**src/hdl/bmal_pkg.sv**
```systemverilog
`default_nettype none
package bmal_pkg;
   // ***********************************
   // register sub-addresses
   // ***********************************
   localparam logic [7:0]  ADDR_CTRL       = 8'h01;
   localparam logic [7:0]  ADDR_CHARGE     = 8'h02;
   localparam logic [7:0]  ADDR_STATUS     = 8'h03;
   localparam logic [7:0]  ADDR_VIN_IDLE   = 8'h05;
   localparam logic [7:0]  ADDR_VOUT_PULSE = 8'h06;
   localparam logic [7:0]  ADDR_VOUT_IDLE  = 8'h07;
   localparam logic [7:0]  ADDR_TEMP_LIM   = 8'h08;

   // ***********************************
   // control register fields
   // ***********************************
   localparam int          CTRL_PRESC_LSB  = 0;
   localparam int          CTRL_PRESC_W    = 4;
   localparam int          CTRL_CLR_BIT    = 4;
   localparam int          CTRL_CHECK_BIT  = 5;
   localparam int          CTRL_SHDN_BIT   = 6;
   localparam int          CTRL_CONV_BIT   = 7;
   localparam int          CTRL_THR_LSB    = 8;
   localparam logic [15:0] CTRL_RST        = 16'hFF00;

   // ***********************************
   // status register fields
   // ***********************************
   localparam int          ST_OVF          = 0;
   localparam int          ST_CHG          = 1;
   localparam int          ST_COLD         = 2;
   localparam int          ST_HOT          = 3;
   localparam int          ST_RDY          = 4;
   localparam int          ST_IPK_LSB      = 5;
   localparam int          ST_TEMP_LSB     = 8;
   localparam int          N_ALARM         = 4;

   // ***********************************
   // widths, reset values, timing
   // ***********************************
   localparam int          ADC_W           = 12;
   localparam int          RIPPLE_W        = 24;
   localparam logic [15:0] TEMP_LIM_RST    = 16'hFF00;
   localparam logic [15:0] ZERO16          = 16'h0000;
   localparam int          RELEASE_NS      = 1000;
   localparam int          CLK_PERIOD_NS   = 50;
   localparam int          RELEASE_CYC     = (RELEASE_NS / CLK_PERIOD_NS) < 1 ? 1 :
                                             (RELEASE_NS / CLK_PERIOD_NS);

   typedef enum logic {BMAL_ARMED, BMAL_RELEASE} bmal_clr_state_t;
endpackage : bmal_pkg
`default_nettype wire

```
**src/hdl/bmal_alarm.sv**
```systemverilog
`timescale 1ns/1ns
`default_nettype none
// What this block does
// - three read-only voltage results, 12-bit counts, upper four bits read zero
// - write-only cold threshold in temperature limits bits 7:0, resets to zero
// - write-only hot threshold in temperature limits bits 15:8, resets all ones
// - counter-check bit routes ripple counter input clock onto alarm line
// - routed clock period is charge LSB over two to the (24 minus prescaler)
// - any active alarm pulls the active-low alarm line low
// - writing clear-alarm releases the line; the bit returns to zero itself
// - alarm during clearing: release about 1us, pull low again, reset bit
// - charge register overflow sets status bit 0 and raises alarm
// - overflow alarm reasserts after 1us release unless the charge register is rewritten
// - charge upper byte at or above threshold sets status bit 1 and alarms
// - charge compare only on charge LSB change or control/charge writes
// - clear without rewrite waits for next charge LSB change to reassert
// - die temperature at or below cold threshold sets status bit 2
// - die temperature at or above hot threshold sets status bit 3
// - shutdown bit stops counting, disables peak limit, closes bypass path
// - measurements still run on request while counter is shut down
// - conversion request in shutdown starts conversions; bit clears when done
// - status bit 4 marks shutdown measurements ready, clears on status read
// - status upper byte returns latest die temperature used by comparisons
// - temperature limits at sub-address 08h, write-only, default FF00h
module bmal_alarm #(
   parameter int RELEASE_CYCLES = bmal_pkg::RELEASE_CYC
) (
   // clock, reset, enable
   input  wire logic        i_clk_sys,
   input  wire logic        i_sys_rst,
   input  wire logic        i_ce,
   // register port from the serial engine
   input  wire logic [7:0]  i_reg_addr,
   input  wire logic        i_reg_wr,
   input  wire logic [15:0] i_reg_wdata,
   input  wire logic        i_reg_rd,
   output logic      [15:0] o_reg_rdata,
   // charge counting and straps
   input  wire logic        i_charge_clk,
   input  wire logic [2:0]  i_peak_limit_select,
   // converter results
   input  wire logic        i_adc_done,
   input  wire logic [11:0] i_input_voltage_idle,
   input  wire logic [11:0] i_output_voltage_pulse,
   input  wire logic [11:0] i_output_voltage_idle,
   input  wire logic [7:0]  i_die_temp,
   output logic             o_adc_start,
   // power path control
   output logic             o_count_en,
   output logic             o_peak_limit_en,
   output logic             o_bypass_en,
   // alarm line, open drain
   output logic             o_alarm_n_o,
   output logic             o_alarm_n_oe,
   output logic             o_clear_busy
);
   // ***********************************
   // state and decode
   // ***********************************
   logic [15:0]                       ctrl_q;
   logic [15:0]                       temp_lim_q;
   logic [15:0]                       charge_q;
   logic [bmal_pkg::RIPPLE_W-1:0]     ripple_q;
   logic                              clk_prev_q;
   logic                              ovf_cond_q;
   logic                              eval_q;
   logic [bmal_pkg::N_ALARM-1:0]      flags_q;
   logic                              ready_q;
   logic [bmal_pkg::ADC_W-1:0]        vin_idle_q;
   logic [bmal_pkg::ADC_W-1:0]        vout_pulse_q;
   logic [bmal_pkg::ADC_W-1:0]        vout_idle_q;
   logic [7:0]                        temp_q;
   logic                              temp_valid_q;
   logic [2:0]                        ipk_q;
   logic                              ipk_taken_q;
   logic [7:0]                        rel_cnt_q;
   bmal_pkg::bmal_clr_state_t         clr_state_q;
   logic                              wr_ctrl;
   logic                              wr_charge;
   logic                              wr_temp;
   logic                              rd_status;
   logic                              shdn;
   logic                              clk_rise;
   logic                              wrap;
   logic                              clr_take;
   logic [bmal_pkg::N_ALARM-1:0]      set_vec;
   logic [bmal_pkg::RIPPLE_W-1:0]     ripple_top;
   always_comb begin
      wr_ctrl   = i_reg_wr && (i_reg_addr == bmal_pkg::ADDR_CTRL);
      wr_charge = i_reg_wr && (i_reg_addr == bmal_pkg::ADDR_CHARGE);
      wr_temp   = i_reg_wr && (i_reg_addr == bmal_pkg::ADDR_TEMP_LIM);
      rd_status = i_reg_rd && (i_reg_addr == bmal_pkg::ADDR_STATUS);
   end
   // counting stops in shutdown; bypass replaces the limited path
   assign shdn            = ctrl_q[bmal_pkg::CTRL_SHDN_BIT];
   assign o_count_en      = ~shdn;
   assign o_peak_limit_en = ~shdn;
   assign o_bypass_en     = shdn;
   assign o_alarm_n_o     = 1'b0;
   assign o_clear_busy    = ctrl_q[bmal_pkg::CTRL_CLR_BIT];
   // ripple length shrinks with prescaler: 24-M bits per charge LSB
   assign ripple_top = {bmal_pkg::RIPPLE_W{1'b1}} >>
                       ctrl_q[bmal_pkg::CTRL_PRESC_LSB +: bmal_pkg::CTRL_PRESC_W];
   assign clk_rise   = i_charge_clk && !clk_prev_q && !shdn;
   assign wrap       = clk_rise && (ripple_q == ripple_top);
   // clear is taken only while armed; a second clear inside release is ignored
   assign clr_take   = wr_ctrl && i_reg_wdata[bmal_pkg::CTRL_CLR_BIT] &&
                       (clr_state_q == bmal_pkg::BMAL_ARMED);
   // ***********************************
   // registers and charge counting
   // ***********************************
   // clear and conversion bits self-reset; others hold what was written
   always_ff @(posedge i_clk_sys or posedge i_sys_rst) begin
      if (i_sys_rst) begin
         ctrl_q <= bmal_pkg::CTRL_RST;
      end else if (i_ce) begin
         if (wr_ctrl) begin
            ctrl_q <= i_reg_wdata;
            ctrl_q[bmal_pkg::CTRL_CLR_BIT]  <= clr_take;
            ctrl_q[bmal_pkg::CTRL_CONV_BIT] <= i_reg_wdata[bmal_pkg::CTRL_CONV_BIT] &&
                                               i_reg_wdata[bmal_pkg::CTRL_SHDN_BIT];
         end else begin
            if (clr_state_q == bmal_pkg::BMAL_RELEASE && rel_cnt_q == 8'h01) begin
               ctrl_q[bmal_pkg::CTRL_CLR_BIT] <= 1'b0;
            end
            if (i_adc_done) begin
               ctrl_q[bmal_pkg::CTRL_CONV_BIT] <= 1'b0;
            end
         end
      end
   end
   // temperature limits, write-only
   always_ff @(posedge i_clk_sys or posedge i_sys_rst) begin
      if (i_sys_rst) begin
         temp_lim_q <= bmal_pkg::TEMP_LIM_RST;
      end else if (i_ce && wr_temp) begin
         temp_lim_q <= i_reg_wdata;
      end
   end
   // conversion kick when requested with the counter shut down
   always_ff @(posedge i_clk_sys or posedge i_sys_rst) begin
      if (i_sys_rst) begin
         o_adc_start <= 1'b0;
      end else if (i_ce) begin
         o_adc_start <= wr_ctrl && i_reg_wdata[bmal_pkg::CTRL_CONV_BIT] &&
                        i_reg_wdata[bmal_pkg::CTRL_SHDN_BIT];
      end
   end
   // ripple divides the charge clock; a charge rewrite retires the overflow
   always_ff @(posedge i_clk_sys or posedge i_sys_rst) begin
      if (i_sys_rst) begin
         clk_prev_q <= 1'b0;
         ripple_q   <= '0;
         charge_q   <= bmal_pkg::ZERO16;
         ovf_cond_q <= 1'b0;
      end else if (i_ce) begin
         clk_prev_q <= i_charge_clk;
         if (clk_rise) begin
            ripple_q <= wrap ? '0 : ripple_q + 1'b1;
         end
         if (wr_charge) begin
            charge_q[15:8] <= i_reg_wdata[15:8];
            ovf_cond_q     <= 1'b0;
         end else if (wrap) begin
            charge_q <= charge_q + 16'h0001;
            if (charge_q == 16'hFFFF) begin
               ovf_cond_q <= 1'b1;
            end
         end
      end
   end
   function automatic logic [15:0] ctrl_body(input logic [15:0] v);
      ctrl_body                         = v;
      ctrl_body[bmal_pkg::CTRL_CLR_BIT] = 1'b0;
   endfunction : ctrl_body
   // compare strobe; a bare clear skips it, else the charge alarm comes straight back
   always_ff @(posedge i_clk_sys or posedge i_sys_rst) begin
      if (i_sys_rst) begin
         eval_q <= 1'b0;
      end else if (i_ce) begin
         eval_q <= wrap || wr_charge ||
                   (wr_ctrl && ctrl_body(i_reg_wdata) != ctrl_body(ctrl_q));
      end
   end
   // ***********************************
   // alarms, measurements and status
   // ***********************************
   always_comb begin
      set_vec                   = '0;
      set_vec[bmal_pkg::ST_OVF]  = ovf_cond_q;
      set_vec[bmal_pkg::ST_CHG]  = eval_q &&
                                   (charge_q[15:8] >= ctrl_q[bmal_pkg::CTRL_THR_LSB +: 8]);
      // no comparison before the first measurement, reset temp would trip cold
      set_vec[bmal_pkg::ST_COLD] = temp_valid_q && (temp_q <= temp_lim_q[7:0]);
      set_vec[bmal_pkg::ST_HOT]  = temp_valid_q && (temp_q >= temp_lim_q[15:8]);
   end
   // set wins over clear; true conditions re-set after the clear
   always_ff @(posedge i_clk_sys or posedge i_sys_rst) begin
      if (i_sys_rst) begin
         flags_q <= '0;
      end else if (i_ce) begin
         flags_q <= (clr_take ? '0 : flags_q) | set_vec;
      end
   end
   // release window after a clear, then line follows the flags again
   always_ff @(posedge i_clk_sys or posedge i_sys_rst) begin
      if (i_sys_rst) begin
         clr_state_q <= bmal_pkg::BMAL_ARMED;
         rel_cnt_q   <= 8'h00;
      end else if (i_ce) begin
         case (clr_state_q)
            bmal_pkg::BMAL_ARMED: begin
               if (clr_take) begin
                  clr_state_q <= bmal_pkg::BMAL_RELEASE;
                  rel_cnt_q   <= 8'(RELEASE_CYCLES);
               end
            end
            bmal_pkg::BMAL_RELEASE: begin
               rel_cnt_q <= rel_cnt_q - 8'h01;
               if (rel_cnt_q == 8'h01) begin
                  clr_state_q <= bmal_pkg::BMAL_ARMED;
               end
            end
            default: clr_state_q <= bmal_pkg::BMAL_ARMED;
         endcase
      end
   end
   // line driver: counter-check routes the ripple clock, else alarm level
   always_ff @(posedge i_clk_sys or posedge i_sys_rst) begin
      if (i_sys_rst) begin
         o_alarm_n_oe <= 1'b0;
      end else if (i_ce) begin
         if (ctrl_q[bmal_pkg::CTRL_CHECK_BIT]) begin
            o_alarm_n_oe <= ~i_charge_clk;
         end else begin
            o_alarm_n_oe <= (|flags_q) &&
                            (clr_state_q == bmal_pkg::BMAL_ARMED);
         end
      end
   end
   // results and temperature held from the last finished conversion
   always_ff @(posedge i_clk_sys or posedge i_sys_rst) begin
      if (i_sys_rst) begin
         vin_idle_q   <= '0;
         vout_pulse_q <= '0;
         vout_idle_q  <= '0;
         temp_q       <= 8'h00;
         temp_valid_q <= 1'b0;
      end else if (i_ce && i_adc_done) begin
         vin_idle_q   <= i_input_voltage_idle;
         vout_pulse_q <= i_output_voltage_pulse;
         vout_idle_q  <= i_output_voltage_idle;
         temp_q       <= i_die_temp;
         temp_valid_q <= 1'b1;
      end
   end
   // ready flag: done while conversion requested; a read clears, set wins
   always_ff @(posedge i_clk_sys or posedge i_sys_rst) begin
      if (i_sys_rst) begin
         ready_q <= 1'b0;
      end else if (i_ce) begin
         if (i_adc_done && ctrl_q[bmal_pkg::CTRL_CONV_BIT]) begin
            ready_q <= 1'b1;
         end else if (rd_status) begin
            ready_q <= 1'b0;
         end
      end
   end
   // strap caught once, on the first enabled edge after reset
   always_ff @(posedge i_clk_sys or posedge i_sys_rst) begin
      if (i_sys_rst) begin
         ipk_q       <= 3'h0;
         ipk_taken_q <= 1'b0;
      end else if (i_ce && !ipk_taken_q) begin
         ipk_q       <= i_peak_limit_select;
         ipk_taken_q <= 1'b1;
      end
   end
   // read mux; write-only and unmapped addresses read as zero
   always_ff @(posedge i_clk_sys or posedge i_sys_rst) begin
      if (i_sys_rst) begin
         o_reg_rdata <= bmal_pkg::ZERO16;
      end else if (i_ce && i_reg_rd) begin
         if (i_reg_addr == bmal_pkg::ADDR_CHARGE) begin
            o_reg_rdata <= charge_q;
         end else if (i_reg_addr == bmal_pkg::ADDR_STATUS) begin
            o_reg_rdata <= {temp_q, ipk_q, ready_q, flags_q};
         end else if (i_reg_addr == bmal_pkg::ADDR_VIN_IDLE) begin
            o_reg_rdata <= {4'h0, vin_idle_q};
         end else if (i_reg_addr == bmal_pkg::ADDR_VOUT_PULSE) begin
            o_reg_rdata <= {4'h0, vout_pulse_q};
         end else if (i_reg_addr == bmal_pkg::ADDR_VOUT_IDLE) begin
            o_reg_rdata <= {4'h0, vout_idle_q};
         end else begin
            o_reg_rdata <= bmal_pkg::ZERO16;
         end
      end
   end
endmodule : bmal_alarm
`default_nettype wire

```
**config.mk**
```make
export PLATFORM = sky130hd
export DESIGN_NAME = bmal_alarm
export DESIGN_NICKNAME = d
export VERILOG_FILES = /design/src/hdl/bmal_pkg.sv /design/src/hdl/bmal_alarm.sv
export SDC_FILE = /design/constraint.sdc
export NUM_CORES = 1
export LEC_CHECK = 0
export BUFFER_PORTS_ARGS = -buffer_cell sky130_fd_sc_hd__buf_2
export CORE_MARGIN = 4
export CORE_UTILIZATION = 63
export CTS_CLUSTER_SIZE = 12
export DETAILED_ROUTE_END_ITERATION = 16
export GPL_ROUTABILITY_DRIVEN = 0
export PLACE_DENSITY = 0.86
export SETUP_SLACK_MARGIN = 0.1
export SYNTH_ARGS = -nofsm -noshare
export SYNTH_HDL_FRONTEND = slang
export SYNTH_SLANG_ARGS = --single-unit
```
**constraint.sdc**
```tcl
create_clock -name i_clk_sys -period 7.7 [get_ports i_clk_sys]
set_input_delay 1.155 -clock i_clk_sys [delete_from_list [all_inputs] [get_ports i_clk_sys]]
set_output_delay 1.155 -clock i_clk_sys [all_outputs]
set_load 0.02 [all_outputs]
```
## Word level (Yosys, flattened, before mapping)

Cells that the tools add are included.

| cells by class | value |
|---|---|
| add/subtract/negate cells | 3 |
| $lt $le $gt $ge | 3 |
| equality and inequality tests | 12 |
| shift-type cells | 1 |
| muxes and demuxes | 24 |
| bitwise operators | 5 |
| reduce and logical (&&, ||, !) cells | 43 |

Operators with widths:

| operator | number |
|---|---|
| 2-to-1 mux 16 bit | 3 |
| 2-to-1 mux 12 bit | 3 |
| adder 24 x 1 -> 24 bit (second input constant) | 1 |
| == test 24 bit | 1 |
| == test 8 x 3 -> 1 bit (second input constant) | 3 |
| 2-to-1 mux 24 bit | 1 |
| >> shifter 24 x 4 -> 24 bit (first input constant) | 1 |
| logical AND 1 bit | 23 |
| adder 16 x 1 -> 16 bit (second input constant) | 1 |
| == test 16 bit (second input constant) | 1 |
| == test 8 x 1 -> 1 bit (second input constant) | 2 |
| == test 8 x 2 -> 1 bit (second input constant) | 2 |
| >= comparator 8 bit | 2 |
| 2-to-1 mux 8 bit | 2 |
| one-hot mux 8 bit (2 select lines) | 1 |
| != test 15 bit | 1 |
| AND reduction 2 bit | 7 |
| 2-to-1 mux 1 bit | 12 |
| nonzero test 2 bit | 5 |
| == test 8 x 4 -> 1 bit (second input constant) | 1 |
| less-or-equal comparator 8 bit | 1 |
| subtractor 8 x 1 -> 8 bit (second input constant) | 1 |
| AND reduction 3 bit | 2 |
| 2-to-1 mux 4 bit | 1 |
| 7 further kinds | 13 |

| storage, ports and cells | value |
|---|---|
| register bits | 156 |
| bits of input ports | 78 |
| word-level logic and storage cells | 115 |

## Logic depth before layout (Yosys ltp)

| depth | value |
|---|---|
| depth in word-level cells | 6 |
| depth in mapped cells | 11 |

## Least setup slack after synthesis

OpenSTA, ideal clock, no wires.

| path | value |
|---|---|
| path kind | in2reg |
| start point | input port i_reg_addr[5] |
| end point | register flags_q[1] (netlist bit) |
| arrival | 3.038 ns |
| path slack | 4.532 ns |
| stages | 7 |
| cells stage by stage | or4_4 -> nor4_1 -> nand2_1 -> nor2_1 -> nand2_1 -> a32oi_1 -> o21ai_0 |

| between the ends | value |
|---|---|
| longest elaborated chain between the ends | 6 |

Ends and longest elaborated chain:

| element | line | RTL |
|---|---|---|
| start, declared | bmal_alarm.sv:33 | `input wire logic [7:0] i_reg_addr,` |
| == test 8 x 1 -> 1 bit | bmal_alarm.sv:89 | `wr_ctrl = i_reg_wr && (i_reg_addr == bmal_pkg::ADDR_CTRL);` |
| logical AND 1 bit | bmal_alarm.sv:89 |  |
| logical AND 1 bit (2 in a row) | bmal_alarm.sv:107 | `assign clr_take = wr_ctrl && i_reg_wdata[bmal_pkg::CTRL_CLR_BIT] &&` |
| 2-to-1 mux 4 bit | bmal_alarm.sv:202 | `flags_q <= (clr_take ? '0 : flags_q) \| set_vec;` |
| OR 4 bit | bmal_alarm.sv:202 |  |
| end signal, assigned | bmal_alarm.sv:202 |  |
| end, declared | bmal_alarm.sv:67 | `logic [bmal_pkg::N_ALARM-1:0] flags_q;` |

Every way passes these cells.
A chain may end at the register's enable or synchronous reset.

## Worst setup path in the final report

Ends and elaborated chain as after synthesis.

==> results.ini <==
[outcome]
outcome=finished clean

[die]
fp.dieW_um=122.1
die_area_um2=14900
die_y_um=122.1
fp.coreArea_um2=12670
pin_count=101
start_util_pct=64.71
row_count=41

[timing]
setup_viol=0
skew_ps=5.975
worst_pin_slew_ps=1047
slew_viol_final=0
fin_crit_ps=3718
relSlewSlack_pct=29.95
layout_setup_ws_ps=3982
rsz0062_at_grt=no
hold_viol=0
fin_crit_sh_pct=48.29
fin_setup_tns_ps=0
fmax_ghz=0.2690

[synth]
synth_seq_area_share_pct=47.86
ys_types=63
synth_ff_type=dfrtp_1
syn_inst=776
synth-async-reset-ratio_pct=100.0
ys_warn_count=0
ys_ff_latch=156
synth_edf_count=0
synth_area_um2=8199
avgSynthCellArea_um2=10.57
synth_fp_nets=882

[detailed_routing]
wirelength_mm=20.53
drc=0
drt_first_pass_iters=6
vias=6491
ant_nets=0
viasPerCell=6.247
dr.first_iter.drc_count=641
post_drt_wl_per_cell_um=19.76

[cts]
ctsResizeCount=0
cts_hold_buffers=0
clk_latency_ps=420
cts_tree=built
clockBufferDepth=2
cts_buffers=17
cts_root_buffer=clkbuf_16
cts.sinks=156
post_cts.repair.setup_buffers=0
cts_max_level=4
clk_pin_slew_worst_paths_ps=60

[power]
p_leak_nw=4.188
finalPower_mw=2.068
max-vdd-ir-drop_uv=216.1
p_per_area_nw_per_um2=221.1

[global_route]
antenna_found_initial=0
grt-ovfl-total=0
grt_max_degree=80
track_usage_pct=29.13
grt_pass1_vias=6723
grt_pass1_wl_mm=33.64

[final_layout]
num_antenna_cells=0
syn_to_final_growth_pct=14.09
drive_gt1_share_pct=28.84
instances_no_fill=1039
final_common_cell=dfrtp_1
fin_nets=960
utilization_pct=73.82
layout_common_cells=dfrtp_1 (140), buf_2 (99), mux2_2 (90)
fillerInstances=814

[critical_path]
cp.arrival_ps=4010
critical_path.endpoint_type=register
cp_max_fo=19
crit_type=in -> reg
cp.required_ps=8000
cp-start-kind=input pin

[placed_design]
hpwl_mm=14.13
port_buffers=99
dp_cells=1007
pre_cts_slack_ps=3599

[job]
cap_violations=0

[min_path]
holdCritPathClass=reg -> reg

-- sequential cells by signal (all words and copies together) (netlist names), 3 cells and up --
register	count
ripple_q	24
charge_q	16
ctrl_q	16
o_reg_rdata	16
temp_lim_q	16
vin_idle_q	12
vout_idle_q	12
vout_pulse_q	12
rel_cnt_q	8
temp_q	8
flags_q	4
ipk_q	3
-- synthesized netlist by cell type, types with 4 or more instances --
library cell  instances  area [um2]
inv_1                41       153.9
xnor2_1              31       271.5
mux2_2               90        1013
a211oi_1              6       45.04
a21o_1               13       97.59
nand2_1              57       214.0
a21oi_1              21       105.1
and2_1                5       31.28
buf_4                 4       30.03
nand4_1              19       118.9
nor2_1               62       232.7
clkbuf_1             28       105.1
dfstp_2              16       420.4
nor3_1               10       50.05
dfrtp_1             140        3503
nand3_1              20       100.1
or3_1                 5       31.28
nor4_1                9       56.30
nand2b_1             10       62.56
nor2b_1               4       25.02
xor2_1               21       183.9
and3_1               11       68.82
o22ai_1               5       31.28
nor3b_1               4       30.03
a22oi_1              16       120.1
ha_1                 28       350.3
o21ai_0              33       165.2
a221oi_1             12       105.1
buf_2                 6       30.03
-- layout make-up --
type / instances / area (um2) / area share [%]
multi-input combinational: 537 / 3936 / 42.08
sequential: 156 / 3924 / 41.95
timing repair buffer: 101 / 510.5 / 5.457
clock buffer: 19 / 442.9 / 4.735
tap: 172 / 215.2 / 2.301
clock inverter: 13 / 166.4 / 1.779
inverter: 41 / 158.9 / 1.699
-- power breakdown --
part           internal [mW]  switching [mW]  total (mW)
Combinational          0.120           0.123       0.243
Sequential             0.889          0.0669       0.956
Clock                  0.522           0.348       0.870
Total                   1.53           0.538        2.07
-- stage by stage --
step / cell area [um2] / hold WS [ps]
after detailed placement: 8745 / 453.6
final: 9354 / 471.4
after floorplan: 8199 / 437.5
after global placement: 8745 / 455.1
after CTS: 9354 / 474.2
after global routing: 9354 / 486.3
-- critical path: stages --
cell,delay [ps]
buf_2,100
or4_4,560
nor4_1,500
nand2_1,640
nor2_1,540
nand2_1,220
a32oi_1,180
o21ai_0,110
-- final timing paths --
path | start | to | slack [ps] | cells past startpoint
min in group asynchronous | i_sys_rst | vin_idle_q[3]$_DFFE_PP0P_ | 850 | 2
setup / recovery | i_reg_addr[5] | flags_q[1]$_DFFE_PP0P_ | 3980 | 8
hold / removal | ipk_taken_q$_DFFE_PP0P_ | ipk_taken_q$_DFFE_PP0P_ | 470 | 1
setup reg to reg | ctrl_q[2]$_DFFE_PP0P_ | ovf_cond_q$_DFFE_PP0P_ | 4440 | 7
max in group asynchronous | i_sys_rst | ctrl_q[3]$_DFFE_PP0P_ | 5370 | 3
hold reg to reg | ipk_taken_q$_DFFE_PP0P_ | ipk_taken_q$_DFFE_PP0P_ | 470 | 1
-- cell families (layout without fill, tap and decap cells) --
| kind of cell | Yosys count | in the layout | synth area share [%] |
|---|---|---|---|
| xor+xnor | 52 | 52 | 5.555 |
| mux | 90 | 90 | 12.36 |
| compound gates | 135 | 135 | 11.37 |
| flops | 156 | 156 | 47.86 |
| buf+inv | 83 | 174 | 4.166 |
| other cells | 1 | 1 | 0.04574 |
| simple gates | 231 | 231 | 14.38 |
| fa+ha+maj | 28 | 28 | 4.273 |
-- per-layer routing --
metal	part of all wire [%]	up-vias	GRT usage, %
li1	-	2910	-
met1	38	3177	36.46
met2	50	330	48.00
met3	7.9	74	7.892
met4	3.9	0	12.18
met5	0	-	0
No activity file was read; power rests on OpenSTA's default activity.
